`src/pkg/swrt_pkg.sv`:
```
// Package with constants and carrier types for the single-wire read-byte and triplet engine.
package swrt_pkg;

  // Command codes.
  localparam logic [7:0] SWRT_CMD_READ_BYTE = 8'h96;
  localparam logic [7:0] SWRT_CMD_TRIPLET = 8'h78;

  // Direction bit position in the direction byte.
  localparam int SWRT_DIR_BIT = 7;

  // Clock rate and activity start bound.
  localparam int SWRT_CLK_PS = 5000;
  localparam int SWRT_START_MAX_PS = 262500;
  localparam int SWRT_START_MAX_CYC = (SWRT_START_MAX_PS / SWRT_CLK_PS < 1) ? 1 : SWRT_START_MAX_PS / SWRT_CLK_PS;

  // Slot timing at standard speed, in nanoseconds.
  localparam int SWRT_SLOT_STD_NS = 70000;
  localparam int SWRT_LOW_STD_NS = 6000;
  localparam int SWRT_LOW0_STD_NS = 60000;
  localparam int SWRT_MSR_STD_NS = 15000;
  // Slot timing at overdrive speed, in nanoseconds.
  localparam int SWRT_SLOT_OD_NS = 10000;
  localparam int SWRT_LOW_OD_NS = 1000;
  localparam int SWRT_LOW0_OD_NS = 7500;
  localparam int SWRT_MSR_OD_NS = 2000;

  // Cycle counts derived from the times above at 5 ns per cycle.
  localparam logic [15:0] SWRT_SLOT_STD_CYC = 16'(SWRT_SLOT_STD_NS * 1000 / SWRT_CLK_PS);
  localparam logic [15:0] SWRT_LOW_STD_CYC = 16'(SWRT_LOW_STD_NS * 1000 / SWRT_CLK_PS);
  localparam logic [15:0] SWRT_LOW0_STD_CYC = 16'(SWRT_LOW0_STD_NS * 1000 / SWRT_CLK_PS);
  localparam logic [15:0] SWRT_MSR_STD_CYC = 16'(SWRT_MSR_STD_NS * 1000 / SWRT_CLK_PS);
  localparam logic [15:0] SWRT_SLOT_OD_CYC = 16'(SWRT_SLOT_OD_NS * 1000 / SWRT_CLK_PS);
  localparam logic [15:0] SWRT_LOW_OD_CYC = 16'(SWRT_LOW_OD_NS * 1000 / SWRT_CLK_PS);
  localparam logic [15:0] SWRT_LOW0_OD_CYC = 16'(SWRT_LOW0_OD_NS * 1000 / SWRT_CLK_PS);
  localparam logic [15:0] SWRT_MSR_OD_CYC = 16'(SWRT_MSR_OD_NS * 1000 / SWRT_CLK_PS);

  // Register map of the command port.
  localparam logic [2:0] SWRT_REG_CTRL = 3'h0;
  localparam logic [2:0] SWRT_REG_STATUS = 3'h1;
  localparam logic [2:0] SWRT_REG_DATA = 3'h2;
  localparam logic [2:0] SWRT_REG_IRQ_STAT = 3'h3;
  localparam logic [2:0] SWRT_REG_IRQ_MASK = 3'h4;
  localparam logic [2:0] SWRT_REG_PTR = 3'h5;

  // Field positions of the control register.
  localparam int SWRT_CTRL_OD = 0;
  localparam int SWRT_CTRL_APU = 1;
  // Field positions of the status register.
  localparam int SWRT_ST_BUSY = 0;
  localparam int SWRT_ST_SBR = 5;
  localparam int SWRT_ST_TSB = 6;
  localparam int SWRT_ST_DIR = 7;
  // Interrupt event bits.
  localparam int SWRT_IRQ_DONE = 0;
  localparam int SWRT_IRQ_REFUSED = 1;
  localparam int SWRT_IRQ_ERR = 2;

  // Read pointer values.
  localparam logic [7:0] SWRT_PTR_STATUS = 8'hF0;
  localparam logic [7:0] SWRT_PTR_DATA = 8'hE1;

  // Reset values.
  localparam logic [7:0] SWRT_RST_BYTE = 8'h00;
  localparam logic [15:0] SWRT_RST_CNT = 16'h0000;

  // Sequencer states.
  typedef enum logic [2:0] {
    SWRT_IDLE,
    SWRT_LOW,
    SWRT_REL,
    SWRT_RECOVER
  } swrt_state_e;

  // Command port request carrier.
  typedef struct packed {
    logic [2:0] addr;
    logic [7:0] wdata;
    logic wr;
    logic rd;
  } swrt_bus_req_s;

  // Host command strobe carrier.
  typedef struct packed {
    logic code_valid;
    logic [7:0] code;
    logic dir_valid;
    logic [7:0] dir_byte;
  } swrt_cmd_s;

  // All state of the engine.
  typedef struct packed {
    swrt_state_e state;
    logic [15:0] cnt;
    logic [3:0] slot_idx;
    logic is_triplet;
    logic trip_wait_dir;
    logic dir_bit;
    logic cur_val;
    logic first_bit;
    logic [7:0] data_reg;
    logic busy_reg;
    logic sbr_reg;
    logic tsb_reg;
    logic dir_reg;
    logic od_reg;
    logic apu_reg;
    logic [7:0] ptr_reg;
    logic [2:0] irq_stat_reg;
    logic [2:0] irq_mask_reg;
    logic [7:0] rdata_reg;
    logic line_low_reg;
    logic pullup_reg;
    logic [7:0] start_cnt;
  } swrt_state_s;

endpackage : swrt_pkg

```
`src/verilog/swrt_engine.sv`:
```
// Single-wire read-byte and triplet command engine with command port and interrupt.
//
// Function
// - Read-byte code 96h, no parameter, produces eight read slots.
// - Eight sampled read-byte bits are stored in the read-data register.
// - Each read-byte slot uses the write-one waveform.
// - Read-byte code arriving while busy is not acknowledged and dropped.
// - Read-byte line activity starts within 262.5ns, ends within eight slots.
// - Read pointer returns to status; host selects data register before reading.
// - Busy flag stays high for the eight read-byte slots, then clears.
// - Triplet code 78h plus direction byte gives two reads, then a write.
// - Reads 0,0 make the write slot follow the direction bit.
// - Reads 0,1 force a write-zero slot.
// - Reads 1,0 or 1,1 force a write-one slot.
// - Triplet code arriving while busy: no acknowledge of code or direction byte.
// - Triplet activity starts within 262.5ns, ends within three slots.
// - Busy flag stays high for the three triplet slots.
// - First-bit result updates at first sample; second-bit and direction at second.
// - Direction comes from bit 7; the other seven bits are ignored.
//
// Decided for this implementation: the plain strobed port and the register addresses.
`timescale 1ns/10ps
`default_nettype none

module swrt_engine
  import swrt_pkg::*;
(
  // Clock, reset and clock enable.
  input wire logic clk,
  input wire logic srst,
  input wire logic clk_en,
  // Host command strobes from the serial host front end.
  input wire swrt_cmd_s cmd,
  output logic code_ack,
  output logic dir_ack,
  // Register command port.
  input wire swrt_bus_req_s bus,
  output logic [7:0] bus_rdata,
  // Single-wire line as an open-drain pin.
  input wire logic line_in,
  output logic line_out,
  output logic line_oe,
  output logic active_pullup,
  // Status and interrupt.
  output logic line_busy_flag,
  output logic irq
);

  swrt_state_s st_reg;
  swrt_state_s st_next;

  // Current speed timing selected by the control register.
  logic [15:0] t_slot;
  logic [15:0] t_low1;
  logic [15:0] t_low0;
  logic [15:0] t_msr;
  logic [15:0] t_low;
  logic code_rb;
  logic code_tr;
  logic accept_rb;
  logic accept_tr;
  logic sample_now;
  logic slot_end;
  logic [2:0] irq_set;

  // Speed selection and slot event decoding.
  always_comb begin
    t_slot = st_reg.od_reg ? SWRT_SLOT_OD_CYC : SWRT_SLOT_STD_CYC;
    t_low1 = st_reg.od_reg ? SWRT_LOW_OD_CYC : SWRT_LOW_STD_CYC;
    t_low0 = st_reg.od_reg ? SWRT_LOW0_OD_CYC : SWRT_LOW0_STD_CYC;
    t_msr = st_reg.od_reg ? SWRT_MSR_OD_CYC : SWRT_MSR_STD_CYC;
    t_low = st_reg.cur_val ? t_low1 : t_low0;
    code_rb = cmd.code_valid && (cmd.code == SWRT_CMD_READ_BYTE);
    code_tr = cmd.code_valid && (cmd.code == SWRT_CMD_TRIPLET);
    accept_rb = code_rb && !st_reg.busy_reg;
    accept_tr = code_tr && !st_reg.busy_reg;
    sample_now = (st_reg.state == SWRT_REL) && (st_reg.cnt == t_msr);
    slot_end = (st_reg.cnt == t_slot - 16'h0001) && (st_reg.state != SWRT_IDLE);
  end

  // Acknowledge strobes toward the host front end.
  assign code_ack = accept_rb || accept_tr;
  assign dir_ack = cmd.dir_valid && st_reg.trip_wait_dir;

  // Next-state logic for the whole engine.
  always_comb begin
    st_next = st_reg;
    irq_set = 3'h0;
    st_next.start_cnt = (st_reg.state == SWRT_IDLE) ? SWRT_RST_BYTE : st_reg.start_cnt;
    // Command port writes.
    if (bus.wr) begin
      case (bus.addr)
        SWRT_REG_CTRL: begin
          st_next.od_reg = bus.wdata[SWRT_CTRL_OD];
          st_next.apu_reg = bus.wdata[SWRT_CTRL_APU];
        end
        SWRT_REG_PTR: begin
          st_next.ptr_reg = bus.wdata;
        end
        SWRT_REG_IRQ_MASK: begin
          st_next.irq_mask_reg = bus.wdata[2:0];
        end
        SWRT_REG_IRQ_STAT: begin
          st_next.irq_stat_reg = st_reg.irq_stat_reg & ~bus.wdata[2:0];
        end
        default: begin
        end
      endcase
    end
    // Command port reads, answered one cycle later.
    st_next.rdata_reg = 8'h00;
    if (bus.rd) begin
      case (bus.addr)
        SWRT_REG_CTRL: st_next.rdata_reg = {6'h00, st_reg.apu_reg, st_reg.od_reg};
        SWRT_REG_STATUS: st_next.rdata_reg = {st_reg.dir_reg, st_reg.tsb_reg, st_reg.sbr_reg, 4'h0, st_reg.busy_reg};
        SWRT_REG_DATA: begin
          if (st_reg.ptr_reg == SWRT_PTR_DATA) begin
            st_next.rdata_reg = st_reg.data_reg;
          end else begin
            st_next.rdata_reg = {st_reg.dir_reg, st_reg.tsb_reg, st_reg.sbr_reg, 4'h0, st_reg.busy_reg};
          end
        end
        SWRT_REG_IRQ_STAT: st_next.rdata_reg = {5'h00, st_reg.irq_stat_reg};
        SWRT_REG_IRQ_MASK: st_next.rdata_reg = {5'h00, st_reg.irq_mask_reg};
        SWRT_REG_PTR: st_next.rdata_reg = st_reg.ptr_reg;
        default: st_next.rdata_reg = 8'h00;
      endcase
    end
    // A refused code is reported as an event.
    if ((code_rb || code_tr) && st_reg.busy_reg) begin
      irq_set[SWRT_IRQ_REFUSED] = 1'b1;
    end
    // Slot sequencer.
    case (st_reg.state)
      SWRT_IDLE: begin
        st_next.cnt = SWRT_RST_CNT;
        if (accept_rb) begin
          st_next.state = SWRT_LOW;
          st_next.is_triplet = 1'b0;
          st_next.slot_idx = 4'h0;
          st_next.cur_val = 1'b1;
          st_next.busy_reg = 1'b1;
          st_next.ptr_reg = SWRT_PTR_STATUS;
          st_next.line_low_reg = 1'b1;
        end else if (accept_tr) begin
          st_next.trip_wait_dir = 1'b1;
          st_next.busy_reg = 1'b1;
          st_next.ptr_reg = SWRT_PTR_STATUS;
        end
        if (st_reg.trip_wait_dir && cmd.dir_valid) begin
          st_next.trip_wait_dir = 1'b0;
          st_next.dir_bit = cmd.dir_byte[SWRT_DIR_BIT];
          st_next.state = SWRT_LOW;
          st_next.is_triplet = 1'b1;
          st_next.slot_idx = 4'h0;
          st_next.cur_val = 1'b1;
          st_next.line_low_reg = 1'b1;
        end
      end
      SWRT_LOW: begin
        st_next.cnt = st_reg.cnt + 16'h0001;
        if (st_reg.cnt + 16'h0001 >= t_low) begin
          st_next.state = SWRT_REL;
          st_next.line_low_reg = 1'b0;
        end
      end
      SWRT_REL, SWRT_RECOVER: begin
        st_next.cnt = st_reg.cnt + 16'h0001;
        if (sample_now && !(st_reg.is_triplet && st_reg.slot_idx == 4'h2)) begin
          if (!st_reg.is_triplet) begin
            st_next.data_reg = {line_in, st_reg.data_reg[7:1]};
          end else if (st_reg.slot_idx == 4'h0) begin
            st_next.sbr_reg = line_in;
            st_next.first_bit = line_in;
          end else begin
            st_next.tsb_reg = line_in;
            if (!st_reg.first_bit && !line_in) begin
              st_next.dir_reg = st_reg.dir_bit;
            end else if (!st_reg.first_bit && line_in) begin
              st_next.dir_reg = 1'b0;
            end else begin
              st_next.dir_reg = 1'b1;
            end
            if (st_reg.first_bit && line_in) begin
              irq_set[SWRT_IRQ_ERR] = 1'b1;
            end
          end
        end
        if (slot_end) begin
          st_next.cnt = SWRT_RST_CNT;
          if ((st_reg.is_triplet && st_reg.slot_idx == 4'h2) || (!st_reg.is_triplet && st_reg.slot_idx == 4'h7)) begin
            st_next.state = SWRT_IDLE;
            st_next.busy_reg = 1'b0;
            irq_set[SWRT_IRQ_DONE] = 1'b1;
          end else begin
            st_next.state = SWRT_LOW;
            st_next.slot_idx = st_reg.slot_idx + 4'h1;
            st_next.line_low_reg = 1'b1;
            if (st_reg.is_triplet && st_reg.slot_idx == 4'h1) begin
              st_next.cur_val = st_next.dir_reg;
            end else begin
              st_next.cur_val = 1'b1;
            end
          end
        end
      end
      default: begin
        st_next.state = SWRT_IDLE;
      end
    endcase
    // Active pullup is driven during the release phase when selected.
    st_next.pullup_reg = st_reg.apu_reg && (st_next.state == SWRT_REL);
    // Sticky events: a set in the same cycle as a clear wins.
    st_next.irq_stat_reg = st_next.irq_stat_reg | irq_set;
  end

  // State register with synchronous reset and clock enable.
  always_ff @(posedge clk) begin
    if (srst) begin
      st_reg <= '0;
      st_reg.state <= SWRT_IDLE;
      st_reg.ptr_reg <= SWRT_PTR_STATUS;
    end else if (clk_en) begin
      st_reg <= st_next;
    end
  end

  // Outputs from registers.
  assign bus_rdata = st_reg.rdata_reg;
  assign line_out = 1'b0;
  assign line_oe = st_reg.line_low_reg;
  assign active_pullup = st_reg.pullup_reg;
  assign line_busy_flag = st_reg.busy_reg;
  assign irq = |(st_reg.irq_stat_reg & st_reg.irq_mask_reg);

  // Busy must be high whenever the line is pulled low.
  a_busy_covers_line: assert property (@(posedge clk) disable iff (srst)
    line_oe |-> line_busy_flag)
    else $error("Line driven while busy flag is low.");

  // An accepted read-byte pulls the line low on the next cycle.
  a_rb_start_fast: assert property (@(posedge clk) disable iff (srst)
    (clk_en && accept_rb) |=> line_oe)
    else $error("Read-byte activity did not start in time.");

  // A code arriving while busy is never acknowledged.
  a_busy_no_ack: assert property (@(posedge clk) disable iff (srst)
    (cmd.code_valid && line_busy_flag) |-> !code_ack)
    else $error("Command acknowledged while busy.");

  // Busy stays set for at least eight cycles after a read-byte accept.
  a_busy_held: assert property (@(posedge clk) disable iff (srst)
    (clk_en && accept_rb) |=> line_busy_flag [*8])
    else $error("Busy flag dropped early.");

  // Triplet with busy high must not acknowledge a direction byte without a pending code.
  a_dir_ack_pending: assert property (@(posedge clk) disable iff (srst)
    dir_ack |-> $past(line_busy_flag))
    else $error("Direction byte acknowledged without pending triplet.");

  // Read-byte slots always use the short low time.
  a_rb_write_one: assert property (@(posedge clk) disable iff (srst)
    (st_reg.state == SWRT_LOW && !st_reg.is_triplet) |-> st_reg.cur_val)
    else $error("Read-byte slot used write-zero waveform.");

  // Reads 0 then 1 give a write-zero direction.
  a_trip_01_zero: assert property (@(posedge clk) disable iff (srst)
    (clk_en && sample_now && st_reg.is_triplet && st_reg.slot_idx == 4'h1 && !st_reg.first_bit && line_in)
    |=> !st_reg.dir_reg)
    else $error("Triplet 0,1 did not choose zero.");

  // Reads with first bit 1 give a write-one direction.
  a_trip_1x_one: assert property (@(posedge clk) disable iff (srst)
    (clk_en && sample_now && st_reg.is_triplet && st_reg.slot_idx == 4'h1 && st_reg.first_bit)
    |=> st_reg.dir_reg)
    else $error("Triplet 1,x did not choose one.");

  // Reads 0 then 0 make the direction follow the requested bit.
  a_trip_00_dir: assert property (@(posedge clk) disable iff (srst)
    (clk_en && sample_now && st_reg.is_triplet && st_reg.slot_idx == 4'h1 && !st_reg.first_bit && !line_in)
    |=> st_reg.dir_reg == $past(st_reg.dir_bit))
    else $error("Triplet 0,0 did not follow the direction bit.");

  // First sample updates the single-bit result.
  a_sbr_update: assert property (@(posedge clk) disable iff (srst)
    (clk_en && sample_now && st_reg.is_triplet && st_reg.slot_idx == 4'h0)
    |=> st_reg.sbr_reg == $past(line_in))
    else $error("Single-bit result not updated at first sample.");

endmodule : swrt_engine

`default_nettype wire

```
`config.mk`:
```
export PLATFORM = sky130hd
export DESIGN_NAME = swrt_engine
export DESIGN_NICKNAME = d
export VERILOG_FILES = /design/src/pkg/swrt_pkg.sv /design/src/verilog/swrt_engine.sv
export SDC_FILE = /design/constraint.sdc
export NUM_CORES = 1
export LEC_CHECK = 0
export BUFFER_PORTS_ARGS = -buffer_cell sky130_fd_sc_hd__buf_4
export CORE_ASPECT_RATIO = 1.2
export CORE_MARGIN = 2
export CORE_UTILIZATION = 50
export CTS_BUF_LIST = sky130_fd_sc_hd__clkbuf_4 sky130_fd_sc_hd__clkbuf_8
export DETAILED_ROUTE_END_ITERATION = 8
export PLACE_DENSITY = 0.73
export SYNTH_ARGS = -nofsm -noshare
export SYNTH_HDL_FRONTEND = slang
export SYNTH_SLANG_ARGS = --single-unit
```
`constraint.sdc`:
```
create_clock -name clk -period 3 [get_ports clk]
set_input_delay 0.75 -clock clk [delete_from_list [all_inputs] [get_ports clk]]
set_output_delay 0.75 -clock clk [all_outputs]
set_load 0.02 [all_outputs]
```
==> reports/results.txt <==
Combinational power share: 0.055
Critical path class: flip-flop to flip-flop
Worst-Margin Slew: 0.740 ns
Antenna viol nets, final: 0
Leakage: 1.78 nW
Placed Area: 4180 µm²
Sink Count: 65
Postcts setup bufs: 0
Die area: 8350 µm²
ANT cells: 0
CTS clk-pin slew, worst paths: 0.08 ns
Finished Cell Area: 4420 µm²
CTS buffer count: 9
Post-synth EDFFs: 0
Layout cells sized above 1: 0.169
Setup slack at placement: 0.183 ns
Final net count: 554
CTS Root Cell: clkbuf_8
Final Hold Fails: 0
CP max FO: 6
CTS H-Tree Depth: 3
Io pins: 50
Crit-path leading delay family: compound AO/OA/AOI/OAI gates
WL final: 9720 µm
GR Util All Layers: 0.234
Minimum clock period: 2.86 ns
Sw Ratio: 0.244
Wire length of the first global-routing pass: 15800 µm
Pin count of the biggest net entering global routing: 48
Area Overhead vs Synth: 15.9%
Slowest library cell on the worst path: dfxtp_1
VDD IR-drop max: 0.000317 V
Clock Power Share: 0.470
DRT iter0 DRCs: 167
Vias/cell: 5.95
Die W: 83.8 µm
Status: finished, final reports clean
FFs w/ async S/R, synth: 0
Grt total ovfl: 0
Worst hold-check path type: flip-flop to flip-flop
Critical Path AT: 3.12 ns
Crit path largest cell delay: 0.42 ns
Mapped cell area: 3820 µm²
Crit-path cells: ha_1, nand2_1, or2_2, nor3_2, xor2_1, ha_1, o21ai_0, nor2_1, o31a_1, a211o_1, a311oi_2
Synthesized instance count: 464
Max Clk Rate: 0.350 GHz
CP endpoint kind: flip-flop
Buf+Inv Stages, Crit Path: 0
Ys flop type: dfxtp_1
DP HPWL: 7120 µm
Max Slew Vio Count: 0
Port bufs: 41
Die Ht: 99.7 µm
Initial Util: 0.522
Std-Cell Core Area: 7320 µm²
Setup TNS: 0 ns
Seq/Total Area, Yosys: 0.341
Syn Nets: 519
Worst Path Required: 3.26 ns
Post-Synthesis Mean Instance Area: 8.22 µm²
Final Cycle Share: 0.952
Yosys reg bits: 65
Worst rel slew slack: 0.503
Total of max-cap violations: 0
Psw: 0.446 mW
DR vias: 3532
Initial antenna violation count: 0
TritonCTS clock tree: yes
CTS max path bufs: 2
Num rows: 34
Cell Int Power: 1.38 mW
Synth warnings: 0
Vias in the first global route: 3467
Worst-Skew Late Latency: 0.35 ns
Wire length per cell: 16.4 µm
RSZ-0062 raised after global routing: false
Max reg flops: 54
Router iterations before antenna repair: 6
Remaining DRCs: 0
Final Total Pwr: 1.83 mW
Hold Worst Slack: 0.456 ns
Top cell by count, worst path: ha_1
Synth cell types: 57
Worst Clk Skew: 0.00762 ns
PwrDens: 414 nW/µm²
Fin worst setup slack: 0.145 ns
Final setup fails: 0
Reg power frac: 0.475
Gpl congestion: 0.872
Startpoint types: flip-flop
-- cells in the mapped netlist, drive strengths merged, types with 4 or more instances --
cell | count | area share
a211oi | 4 | 0.0079
a21o | 10 | 0.020
a21oi | 20 | 0.026
a222oi | 4 | 0.010
a22o | 7 | 0.016
a31oi | 4 | 0.0066
buf | 17 | 0.027
clkbuf | 13 | 0.013
dfxtp | 65 | 0.34
ha | 20 | 0.066
inv | 23 | 0.023
mux2 | 4 | 0.012
mux2i | 22 | 0.058
nand2 | 52 | 0.051
nand2b | 7 | 0.011
nand3 | 19 | 0.026
nand4 | 6 | 0.0098
nor2 | 44 | 0.043
nor2b | 6 | 0.0098
nor3 | 18 | 0.025
nor4 | 7 | 0.013
o21ai | 17 | 0.022
o31ai | 4 | 0.0079
or3 | 5 | 0.0082
xnor2 | 6 | 0.014
xor2 | 7 | 0.016
-- per-stage QoR --
stage,utilization,std cells
after floorplan,-,464
after global placement,0.571,578
after detailed placement,0.571,578
after CTS,0.602,594
after global routing,0.605,594
final,0.605,594
-- power groups by stage --
stage                     Sequential [mW]  Clock [mW]  Combinational, mW
final                               0.869       0.861              0.100
after global routing                0.869       0.901              0.110
after CTS                           0.869       0.874             0.0992
after detailed placement            0.889           0             0.0988
after global placement              0.889           0             0.0968
after floorplan                     0.888           0             0.0543
-- placed cells by master (no fill, tap or decap), types with 6 or more instances in the layout --
cell	n
ha_1	20
nor2b_1	6
a21o_1	10
buf_4	54
inv_1	23
nand2_1	52
a22o_1	7
a21oi_1	20
xnor2_1	6
nand3_1	18
dfxtp_1	65
o21ai_0	17
mux2i_1	22
nand4_1	6
nor2_1	44
nand2b_1	7
nor3_1	16
xor2_1	7
clkbuf_8	9
-- logic make-up after synthesis --
group | count (synthesis) | synth area share
AO/OA/AOI/OAI | 96 | 0.177
XOR/XNOR | 13 | 0.0298
adder cells (fa/ha/maj) | 20 | 0.0656
buffers and inverters | 53 | 0.0626
flip-flops | 65 | 0.341
multiplexers | 26 | 0.0695
other | 1 | 0.000983
AND/OR/NAND/NOR | 190 | 0.253
-- worst register-to-register path, stage by stage (launching register included) --
cell and delay, ns:
dfxtp_1 0.42, ha_1 0.19, nand2_1 0.08, or2_2 0.36, nor3_2 0.24, xor2_1 0.21, ha_1 0.27, o21ai_0 0.14
nor2_1 0.06, o31a_1 0.28, a211o_1 0.28, a311oi_2 0.23
-- per-layer routing --
metal / vias to the layer above / global-route usage / wire (µm)
met5: - / 0 / 0
met3: 34 / 0.0423 / 506
met2: 132 / 0.418 / 4890
li1: 1728 / - / -
met4: 0 / 0.141 / 408
met1: 1638 / 0.257 / 3910
-- path summary, 6_finish.rpt --
path | startpoint | end | slack [ns] | depth (start not counted)
max | st_reg[55] | st_reg[71] | 0.14 | 11
min | bus_rdata[5] | bus_rdata[5] | 0.46 | 2
max reg2reg | st_reg[55] | st_reg[71] | 0.14 | 11
min reg2reg | bus_rdata[5] | bus_rdata[5] | 0.46 | 2
-- what timing repair did --
item,CTS,global route
setup endpoints to repair,0,2
resized for setup,0,3
hold buffers,0,0
-- cell type report --
type                       instances  area [µm²]
fill                             657        2890
multi-input combinational        346        2290
inverter                          23        86.3
clock inverter                     7         103
clock buffer                       9         124
tap                               90         113
sequential                        65        1300
timing repair buffer              54         405
No activity file was read; power rests on OpenSTA's default activity.
